<file path="config.mk">
export PLATFORM = sky130hd
export DESIGN_NAME = frpc_top
export DESIGN_NICKNAME = d
export VERILOG_FILES = /design/src/rtl/frpc_pkg.sv /design/src/rtl/frpc_id_check.sv /design/src/rtl/frpc_top.sv
export SDC_FILE = /design/constraint.sdc
export NUM_CORES = 1
export LEC_CHECK = 0
export BUFFER_PORTS_ARGS = -buffer_cell sky130_fd_sc_hd__buf_4
export CAP_MARGIN = 5
export CORE_ASPECT_RATIO = 0.9
export CORE_MARGIN = 2
export CORE_UTILIZATION = 50
export DETAILED_ROUTE_END_ITERATION = 12
export PLACE_DENSITY_LB_ADDON = 0.05
export SLEW_MARGIN = 20
export SYNTH_ARGS = -nofsm -noshare
export SYNTH_HDL_FRONTEND = slang
export SYNTH_HIERARCHICAL = 1
export SYNTH_SLANG_ARGS = --single-unit
</file>
<file path="constraint.sdc">
create_clock -name clk_sys -period 5.12 [get_ports clk_sys]
set_input_delay 1.024 -clock clk_sys [delete_from_list [all_inputs] [get_ports clk_sys]]
set_output_delay 1.024 -clock clk_sys [all_outputs]
set_load 0.005 [all_outputs]
</file>
<file path="src/rtl/frpc_pkg.sv">
package frpc_pkg;
	// ----------------------------------------
	// register offsets (byte addresses)
	// ----------------------------------------
	localparam logic [4:0] OFS_CTL_FIRST  = 5'h00;
	localparam logic [4:0] OFS_CTL_SECOND = 5'h04;
	localparam logic [4:0] OFS_PROTECT    = 5'h08;
	localparam logic [4:0] OFS_PMODE      = 5'h0C;
	localparam logic [4:0] OFS_STATUS     = 5'h10;
	localparam logic [4:0] OFS_COMMAND    = 5'h14;
	localparam logic [4:0] OFS_EXEC_BLOCK = 5'h18;
	// ----------------------------------------
	// field positions
	// ----------------------------------------
	localparam int B_READY     = 0;
	localparam int B_RW_EN     = 1;
	localparam int B_LOCK_DIS  = 2;
	localparam int B_AREA_SEL  = 5;
	localparam int B_PROG_ERR  = 6;
	localparam int B_ERASE_ERR = 7;
	localparam int B_EW_SEL    = 1;
	localparam int B_REJECT    = 7;
	localparam int B_BLOCK_A   = 0;
	localparam int B_EXT_AREA  = 3;
	localparam int B_SR_READY  = 7;
	localparam int B_SR_ERASE  = 5;
	localparam int B_SR_PROG   = 4;
	// ----------------------------------------
	// reset values and fixed values
	// ----------------------------------------
	localparam logic [7:0] PROTECT_RST   = 8'hFF;
	localparam logic [7:0] PROTECT_ERASED = 8'hFF;
	localparam logic [1:0] PROTECT_OFF   = 2'h3;
	localparam logic [7:0] PMODE_RST     = 8'h00;
	localparam logic [4:0] EXEC_BLK_RST  = 5'h00;
	localparam logic [31:0] VECTOR_ERASED = 32'hFFFF_FFFF;
	localparam int ID_BYTES = 7;
	// ----------------------------------------
	// software command codes
	// ----------------------------------------
	localparam logic [2:0] CMD_READ_ARRAY  = 3'h0;
	localparam logic [2:0] CMD_READ_STATUS = 3'h1;
	localparam logic [2:0] CMD_PROGRAM     = 3'h2;
	localparam logic [2:0] CMD_BLOCK_ERASE = 3'h3;
	localparam logic [2:0] CMD_ERASE_ALL   = 3'h4;
	localparam logic [2:0] CMD_LOCK_PROG   = 3'h5;
	localparam logic [2:0] CMD_READ_LOCK   = 3'h6;
	typedef enum logic {ST_IDLE, ST_BUSY} frpc_state_type;
endpackage

</file>
<file path="src/rtl/frpc_id_check.sv">
module frpc_id_check (
	input  wire logic        clk_sys,
	input  wire logic        rst,
	input  wire logic        id_restart,
	input  wire logic        id_valid,
	input  wire logic [7:0]  id_byte,
	input  wire logic [55:0] stored_id,
	input  wire logic [31:0] reset_vector,
	output logic             accept_q
);
	logic [2:0] cnt_q;
	logic       miss_q;
	logic [7:0] ref_byte;

	// first byte sent is compared with the lowest stored byte
	assign ref_byte = stored_id[cnt_q*8 +: 8];

	// ----------------------------------------
	// byte counter and mismatch tracking
	// ----------------------------------------
	always_ff @(posedge clk_sys) begin
		if (rst || id_restart) begin
			cnt_q  <= 3'h0;
			miss_q <= 1'b0;
		end else if (id_valid && cnt_q != 3'(frpc_pkg::ID_BYTES)) begin
			cnt_q <= cnt_q + 3'h1;
			if (id_byte != ref_byte)
				miss_q <= 1'b1;
		end
	end

	// commands pass only after a full match or with an erased vector
	always_ff @(posedge clk_sys) begin
		if (rst)
			accept_q <= 1'b0;
		else
			accept_q <= (reset_vector == frpc_pkg::VECTOR_ERASED) ||
				(cnt_q == 3'(frpc_pkg::ID_BYTES) && !miss_q);
	end
endmodule

</file>
<file path="src/rtl/frpc_top.sv">
module frpc_top #(
	parameter int         USER_BLOCKS   = 16,
	parameter logic [4:0] PROTECT_BLOCK = 5'h00
) (
	input  wire logic        clk_sys,
	input  wire logic        rst,
	input  wire logic [4:0]  avs_address,
	input  wire logic        avs_read,
	input  wire logic        avs_write,
	input  wire logic [31:0] avs_writedata,
	input  wire logic [3:0]  avs_byteenable,
	output logic      [31:0] avs_readdata,
	output logic             avs_waitrequest,
	input  wire logic        boot_select_low_pin,
	input  wire logic        boot_select_high_pin,
	input  wire logic        processor_mode_pin,
	input  wire logic        par_mode_pin,
	input  wire logic        ser_mode_pin,
	input  wire logic        ser_id_restart,
	input  wire logic        ser_id_valid,
	input  wire logic [7:0]  ser_id_byte,
	input  wire logic [55:0] stored_id,
	input  wire logic [31:0] reset_vector,
	input  wire logic        ctl_block_unlocked,
	input  wire logic        core_done,
	input  wire logic        core_fail,
	output logic             core_start,
	output logic      [2:0]  core_op,
	output logic      [4:0]  core_block,
	output logic             boot_mode,
	output logic             boot_rom_sel,
	output logic             par_access_en,
	output logic             boot_rewrite_en,
	output logic             ser_cmd_accept,
	output logic             cpu_hold,
	output logic             io_freeze,
	output logic             block_a_en,
	output logic             ext_area_en,
	output logic             read_status_mode
);
	// ----------------------------------------
	// state
	// ----------------------------------------
	logic [4:0]  pin_m_q;
	logic [4:0]  pin_s_q;
	logic        strap_done_q;
	logic        boot_mode_q;
	logic        wait_q;
	logic [31:0] rdata_q;
	logic        rw_en_q;
	logic        en_arm_q;
	logic        ew_sel_q;
	logic        ew_arm_q;
	logic        lock_dis_q;
	logic        area_sel_q;
	logic        prog_err_q;
	logic        erase_err_q;
	logic        reject_q;
	logic [7:0]  protect_q;
	logic [7:0]  pmode_q;
	logic [4:0]  exec_blk_q;
	logic        rs_mode_q;
	logic        start_q;
	logic [2:0]  op_q;
	logic [4:0]  blk_q;
	logic        boot_sel_q;
	logic        par_acc_q;
	logic        boot_wr_q;
	logic        hold_q;
	logic        blk_a_q;
	logic        ext_q;
	frpc_pkg::frpc_state_type st_q;
	logic        ser_ok;

	// ----------------------------------------
	// decode
	// ----------------------------------------
	logic       wr_fire;
	logic       rd_take;
	logic [7:0] wb;
	logic       rdy;
	logic       prot_act;
	logic       busy_ew1;
	logic       op_end;
	logic       cmd_fire;
	logic [2:0] c_op;
	logic [4:0] c_blk;
	logic       long_cmd;
	logic       blk_cmd;
	logic       cmd_ok;
	logic       protect_hit;
	logic       par_s;

	assign wb       = avs_writedata[7:0];
	assign wr_fire  = avs_write && !wait_q && avs_byteenable[0];
	assign rd_take  = (avs_read || avs_write) && wait_q && !hold_q;
	assign rdy      = (st_q == frpc_pkg::ST_IDLE);
	assign prot_act = (protect_q[7:6] != frpc_pkg::PROTECT_OFF);
	assign busy_ew1 = (st_q == frpc_pkg::ST_BUSY) && ew_sel_q;
	assign op_end   = (st_q == frpc_pkg::ST_BUSY) && core_done;
	assign par_s    = pin_s_q[3];
	assign cmd_fire = wr_fire && avs_address == frpc_pkg::OFS_COMMAND;
	assign c_op     = wb[2:0];
	assign c_blk    = wb[7:3];
	assign blk_cmd  = (c_op == frpc_pkg::CMD_PROGRAM) || (c_op == frpc_pkg::CMD_BLOCK_ERASE);
	assign long_cmd = blk_cmd || c_op == frpc_pkg::CMD_ERASE_ALL ||
		c_op == frpc_pkg::CMD_LOCK_PROG || c_op == frpc_pkg::CMD_READ_LOCK;
	assign protect_hit = (op_q == frpc_pkg::CMD_ERASE_ALL) ||
		(op_q == frpc_pkg::CMD_BLOCK_ERASE && blk_q == PROTECT_BLOCK);

	// command acceptance checks
	always_comb begin
		cmd_ok = rw_en_q && rdy;
		if (c_op > frpc_pkg::CMD_READ_LOCK)
			cmd_ok = 1'b0;
		if (boot_mode_q && !area_sel_q)
			cmd_ok = 1'b0;
		if (blk_cmd && 32'(c_blk) >= USER_BLOCKS)
			cmd_ok = 1'b0;
		if (ew_sel_q && blk_cmd && c_blk == exec_blk_q)
			cmd_ok = 1'b0;
		if (ew_sel_q && c_op == frpc_pkg::CMD_ERASE_ALL && (ctl_block_unlocked || lock_dis_q))
			cmd_ok = 1'b0;
		if (ew_sel_q && c_op == frpc_pkg::CMD_READ_STATUS)
			cmd_ok = 1'b0;
	end

	// ----------------------------------------
	// pin synchronisers and strap capture
	// ----------------------------------------
	always_ff @(posedge clk_sys) begin
		pin_m_q <= {ser_mode_pin, par_mode_pin, processor_mode_pin,
			boot_select_high_pin, boot_select_low_pin};
		pin_s_q <= pin_m_q;
	end

	// boot straps are caught at the first edge after reset release
	always_ff @(posedge clk_sys) begin
		if (rst) begin
			strap_done_q <= 1'b0;
			boot_mode_q  <= 1'b0;
		end else if (!strap_done_q) begin
			strap_done_q <= 1'b1;
			boot_mode_q  <= !pin_s_q[0] && pin_s_q[1] && pin_s_q[2];
		end
	end

	// ----------------------------------------
	// avalon slave handshake
	// ----------------------------------------
	// one wait cycle per access; a held cpu sees waitrequest stay high
	always_ff @(posedge clk_sys) begin
		if (rst)
			wait_q <= 1'b1;
		else if (!wait_q)
			wait_q <= 1'b1;
		else if (rd_take)
			wait_q <= 1'b0;
	end

	// read data registered as waitrequest drops
	always_ff @(posedge clk_sys) begin
		if (rst)
			rdata_q <= 32'h0000_0000;
		else if (rd_take) begin
			rdata_q <= 32'h0000_0000;
			unique case (avs_address)
				frpc_pkg::OFS_CTL_FIRST: begin
					rdata_q[frpc_pkg::B_READY]     <= rdy;
					rdata_q[frpc_pkg::B_RW_EN]     <= rw_en_q;
					rdata_q[frpc_pkg::B_LOCK_DIS]  <= lock_dis_q;
					rdata_q[frpc_pkg::B_AREA_SEL]  <= area_sel_q;
					rdata_q[frpc_pkg::B_PROG_ERR]  <= prog_err_q;
					rdata_q[frpc_pkg::B_ERASE_ERR] <= erase_err_q;
				end
				frpc_pkg::OFS_CTL_SECOND: begin
					rdata_q[frpc_pkg::B_EW_SEL] <= ew_sel_q;
					rdata_q[frpc_pkg::B_REJECT] <= reject_q;
				end
				frpc_pkg::OFS_PROTECT:    rdata_q[7:0] <= protect_q;
				frpc_pkg::OFS_PMODE:      rdata_q[7:0] <= pmode_q;
				frpc_pkg::OFS_STATUS: begin
					// status flags are hidden in erase-write-one mode
					rdata_q[frpc_pkg::B_SR_READY] <= rdy && !ew_sel_q;
					rdata_q[frpc_pkg::B_SR_ERASE] <= erase_err_q && !ew_sel_q;
					rdata_q[frpc_pkg::B_SR_PROG]  <= prog_err_q && !ew_sel_q;
				end
				frpc_pkg::OFS_EXEC_BLOCK: rdata_q[4:0] <= exec_blk_q;
				default:                  rdata_q <= 32'h0000_0000;
			endcase
		end
	end

	// ----------------------------------------
	// control bits; rewrite enable and mode select need 0-then-1 arming
	// ----------------------------------------
	always_ff @(posedge clk_sys) begin
		if (rst) begin
			rw_en_q    <= 1'b0;
			en_arm_q   <= 1'b0;
			lock_dis_q <= 1'b0;
			area_sel_q <= 1'b0;
		end else if (wr_fire && avs_address == frpc_pkg::OFS_CTL_FIRST) begin
			en_arm_q   <= !wb[frpc_pkg::B_RW_EN];
			lock_dis_q <= wb[frpc_pkg::B_LOCK_DIS];
			area_sel_q <= wb[frpc_pkg::B_AREA_SEL];
			if (!wb[frpc_pkg::B_RW_EN])
				rw_en_q <= 1'b0;
			else if (en_arm_q)
				rw_en_q <= 1'b1;
		end
	end

	// mode select only rises while rewrite is enabled
	always_ff @(posedge clk_sys) begin
		if (rst || !rw_en_q) begin
			ew_sel_q <= 1'b0;
			ew_arm_q <= 1'b0;
		end else if (wr_fire && avs_address == frpc_pkg::OFS_CTL_SECOND) begin
			ew_arm_q <= !wb[frpc_pkg::B_EW_SEL];
			if (!wb[frpc_pkg::B_EW_SEL])
				ew_sel_q <= 1'b0;
			else if (ew_arm_q)
				ew_sel_q <= 1'b1;
		end
	end

	// processor mode bits and control program block
	always_ff @(posedge clk_sys) begin
		if (rst) begin
			pmode_q    <= frpc_pkg::PMODE_RST;
			exec_blk_q <= frpc_pkg::EXEC_BLK_RST;
		end else if (wr_fire && avs_address == frpc_pkg::OFS_PMODE)
			pmode_q <= wb;
		else if (wr_fire && avs_address == frpc_pkg::OFS_EXEC_BLOCK)
			exec_blk_q <= wb[4:0];
	end

	// protect byte; a successful erase of its block reads as erased
	always_ff @(posedge clk_sys) begin
		if (rst)
			protect_q <= frpc_pkg::PROTECT_RST;
		else if (op_end && !core_fail && protect_hit)
			protect_q <= frpc_pkg::PROTECT_ERASED;
		else if (wr_fire && avs_address == frpc_pkg::OFS_PROTECT)
			protect_q <= wb;
	end

	// ----------------------------------------
	// command sequencer
	// ----------------------------------------
	always_ff @(posedge clk_sys) begin
		if (rst) begin
			st_q    <= frpc_pkg::ST_IDLE;
			start_q <= 1'b0;
			op_q    <= frpc_pkg::CMD_READ_ARRAY;
			blk_q   <= 5'h00;
		end else begin
			start_q <= 1'b0;
			unique case (st_q)
				frpc_pkg::ST_IDLE:
					if (cmd_fire && cmd_ok && long_cmd) begin
						st_q    <= frpc_pkg::ST_BUSY;
						start_q <= 1'b1;
						op_q    <= c_op;
						blk_q   <= c_blk;
					end
				frpc_pkg::ST_BUSY:
					if (core_done)
						st_q <= frpc_pkg::ST_IDLE;
			endcase
		end
	end

	// read mode after commands and after completion
	always_ff @(posedge clk_sys) begin
		if (rst || !rw_en_q)
			rs_mode_q <= 1'b0;
		else if (op_end)
			rs_mode_q <= !ew_sel_q;
		else if (cmd_fire && cmd_ok && c_op == frpc_pkg::CMD_READ_STATUS)
			rs_mode_q <= 1'b1;
		else if (cmd_fire && cmd_ok && c_op == frpc_pkg::CMD_READ_ARRAY)
			rs_mode_q <= 1'b0;
	end

	// error flags are set or cleared from core_fail at the end of an operation of their kind
	always_ff @(posedge clk_sys) begin
		if (rst) begin
			prog_err_q  <= 1'b0;
			erase_err_q <= 1'b0;
		end else if (op_end) begin
			if (op_q == frpc_pkg::CMD_PROGRAM)
				prog_err_q <= core_fail;
			if (op_q == frpc_pkg::CMD_BLOCK_ERASE || op_q == frpc_pkg::CMD_ERASE_ALL)
				erase_err_q <= core_fail;
		end
	end

	// refused command flag, cleared by the next taken one
	always_ff @(posedge clk_sys) begin
		if (rst)
			reject_q <= 1'b0;
		else if (cmd_fire)
			reject_q <= !cmd_ok;
	end

	// ----------------------------------------
	// registered outputs
	// ----------------------------------------
	always_ff @(posedge clk_sys) begin
		if (rst) begin
			boot_sel_q <= 1'b0;
			par_acc_q  <= 1'b0;
			boot_wr_q  <= 1'b0;
			hold_q     <= 1'b0;
			blk_a_q    <= 1'b0;
			ext_q      <= 1'b0;
		end else begin
			boot_sel_q <= boot_mode_q && !area_sel_q;
			par_acc_q  <= par_s && !prot_act;
			boot_wr_q  <= par_s && !prot_act && !rw_en_q;
			hold_q     <= busy_ew1;
			blk_a_q    <= pmode_q[frpc_pkg::B_BLOCK_A] || rw_en_q;
			ext_q      <= pmode_q[frpc_pkg::B_EXT_AREA] || rw_en_q;
		end
	end

	frpc_id_check u_id (
		.clk_sys      (clk_sys),
		.rst          (rst || !pin_s_q[4]),
		.id_restart   (ser_id_restart),
		.id_valid     (ser_id_valid),
		.id_byte      (ser_id_byte),
		.stored_id    (stored_id),
		.reset_vector (reset_vector),
		.accept_q     (ser_ok)
	);

	assign avs_readdata     = rdata_q;
	assign avs_waitrequest  = wait_q;
	assign core_start       = start_q;
	assign core_op          = op_q;
	assign core_block       = blk_q;
	assign boot_mode        = boot_mode_q;
	assign boot_rom_sel     = boot_sel_q;
	assign par_access_en    = par_acc_q;
	assign boot_rewrite_en  = boot_wr_q;
	assign ser_cmd_accept   = ser_ok;
	assign cpu_hold         = hold_q;
	assign io_freeze        = hold_q;
	assign block_a_en       = blk_a_q;
	assign ext_area_en      = ext_q;
	assign read_status_mode = rs_mode_q;
endmodule

</file>
==> run_results.csv <==
group,metric,value,unit
run_status,status,"finished clean",
finish,areaGrowthSynthToFinish,31.78,%
synth,synth_seq_cells,73,
global_route,grt_max_degree,44,
floorplan,ioPinCount,203,
synth,synth-edff-count,0,
sta,skew,0.01070,ns
sta,finalMaxSlewViolations,0,
placed_design,io_buffers,151,
clock_network,ctsHoldBuffers,0,
detailed_routing,vias,3821,
clock_network,cts_tree,"built",
finish,drive_gt1_frac,0.3413,
clock_network,cts_buffers,9,
global_route,grt_overflow,0,
clock_network,ctsResizeCount,0,
sta,period_share,0.5120,
detailed_routing,viasPerCell,5.603,
critical_path,critPathArrivalTime,2.86,ns
critical_path,start_kind,"flip-flop",
global_route,antenna_found_initial,0,
finish,nFillCells,638,
floorplan,initial_utilization,0.5224,
sta,maxSlewHeadroom,0.4532,
floorplan,die_x,98.28,microns
sta,setup_viol,0,
floorplan,core_area,0.007657,sq mm
floorplan,dieArea,0.008733,sq mm
finish,nets,736,
finish,seq_area,0.001461,sq mm
critical_path,worstPathRequired,5.35,ns
detailed_routing,first_pass_iters,5,
sta,rsz0062_at_grt,"false",
detailed_routing,routedWlPerCell,16.61,microns
sta,min_period,2.621,ns
sta,finalSetupTns,0,ns
sta,tightestPinTransition,0.7995,ns
synth,ys_async_sr_fraction,0,
floorplan,die_h,88.86,microns
critical_path,crit_type,"flip-flop to flip-flop",
pwr,power_density,239.2,mW/mm^2
clock_network,clock_path_buffers,2,
detailed_routing,drc,0,
clock_network,root_buffer,"clkbuf_8",
finish,most-common-layout-cells,"buf_4, dfxtp_1, nor2_1",
sta,hold_viol,0,
clock_network,cts.htree.levels,3,
finish,final_common_cell,"buf_4",
finish,final_util,0.6884,
critical_path,crit_fanout,21,
placed_design,hpwlAfterDp,8566,microns
synth,ys.flop_type,"dfxtp_1",
detailed_routing,antenna_left,0,
pwr,leakagePower,0.002217,uW
critical_path,endpoint_kind,"flip-flop",
detailed_routing,drt_iter0_drc,199,
placed_design,place_congestion,0.8663,
floorplan,num_rows,30,
clock_network,clock_sinks,73,
clock_network,clk_pin_slew_worst_paths,0.07,ns
finish,antenna_cells,0,
synth,synth_warnings,6,
sta,fmax,0.3815,GHz
synth,ys_seq_area_frac,0.3653,
synth,syn-instance-count,441,
job,cap_viol_max_count,0,
pwr,peakVddDrop,0.0001908,V
synth,synth_cell_types,58,
synth,syn_avg_cell_area,9.070,sq um
global_route,grt_first_pass_wirelength,17930,microns
global_route,grt_pass1_vias,3548,
hold_path,worstHoldPathType,"flip-flop to flip-flop",
finish,multi_input_area,0.002295,sq mm
clock_network,cts_setup_buffers,0,
synth,syn_area,0.004000,sq mm
global_route,track_usage,0.2604,
detailed_routing,drt-total-wl,11330,microns
clock_network,clkLatencyLatePin,0.35,ns
-- power breakdown --
group | leakage [uW] | switching [uW] | internal [uW]
Combinational | 0.00151 | 78.2 | 96.2
Sequential | 0.000594 | 5.01 | 576
Clock | 0.000114 | 227 | 279
Total | 0.00222 | 310 | 951
-- cell usage after synthesis, drive strengths merged (2+ instances only) --
master	n	area share
a21oi	32	0.040
o22ai	9	0.014
a2111oi	9	0.023
nand2b	6	0.0094
xor2	4	0.0088
mux2	20	0.056
dfxtp	73	0.37
a221oi	3	0.0066
nor3	14	0.022
inv	7	0.0066
clkbuf	9	0.0084
and4	2	0.0044
o31a	4	0.0088
buf	37	0.067
mux4	2	0.011
nand2	30	0.028
a31oi	2	0.0031
nand4	19	0.033
nand3b	2	0.0038
and3	2	0.0031
o21ai	7	0.0088
o31ai	12	0.033
nand3	5	0.0063
and2b	2	0.0041
a22o	10	0.022
nor2	43	0.045
nor2b	14	0.022
mux2i	27	0.068
and2	2	0.0031
a32oi	2	0.0044
nor4b	5	0.013
ha	4	0.013
nor4	12	0.019
-- layout make-up --
class                      count  area share
timing repair buffer         152      0.2165
inverter                       8    0.005697
clock buffer                   9     0.02350
sequential                    73      0.2772
clock inverter                 7     0.01899
multi-input combinational    337      0.4353
tap                           96     0.02279
-- per-layer routing --
layer | wire [microns] | part of all wire | up-vias | track usage
met5 | 0 | 0 | - | 0
met4 | 206 | 0.018 | 0 | 0.09465
met3 | 903 | 0.080 | 17 | 0.06319
met2 | 5243 | 0.46 | 177 | 0.4280
met1 | 4976 | 0.44 | 1757 | 0.3380
li1 | - | - | 1870 | -
-- flip-flops by register name, summed over array words and instances, names as in the netlist, 3 cells and up --
name and count:
pmode_q 8, core_block 5, exec_blk_q 5, avs_readdata 8
pin_s_q 5, protect_q 8, pin_m_q 5, u_id/cnt_q 3
core_op 3
-- cells by family after synthesis --
kind of cell,Yosys count,share of synthesized area
XOR/XNOR,5,0.01095
AND/OR/NAND/NOR,160,0.2190
AO/OA/AOI/OAI,95,0.1736
adder cells (fa/ha/maj),4,0.01251
buffers and inverters,54,0.08258
flip-flops,73,0.3653
other,1,0.0009375
multiplexers,49,0.1351
-- critical path, cell delays in order, from the launching register on --
cell	delay [ns]
dfxtp_1	0.86
buf_4	0.35
nor2b_1	0.07
a2111oi_1	0.50
nor4_1	0.12
nor4b_2	0.32
and4_1	0.23
o21ai_1	0.07
-- per-stage QoR --
step / power [uW] / instance area, sq um / cells / hold WS, ns / worst slack [ns]
final: 1261 / 5271 / 682 / 0.3305 / 2.499
after global routing: 1308 / 5271 / 682 / 0.3386 / 2.174
after CTS: 1268 / 5271 / 682 / 0.3309 / 2.530
after detailed placement: 767.6 / 5047 / 666 / 0.3132 / 2.370
after global placement: 763.7 / 5047 / 666 / 0.3104 / 2.391
after floorplan: 680.6 / 4086 / 464 / 0.3096 / 2.582
-- path summary, 6_finish.rpt --
kind / startpoint / to / slack, ns / depth (start not counted)
min: pin_m_q[4] / pin_s_q[4] / 0.33 / 0
min reg2reg: pin_m_q[4] / pin_s_q[4] / 0.33 / 0
max: u_id/cnt_q[1] / u_id/miss_q / 2.50 / 7
max reg2reg: u_id/cnt_q[1] / u_id/miss_q / 2.50 / 7
(Power assumes the default switching activity.)
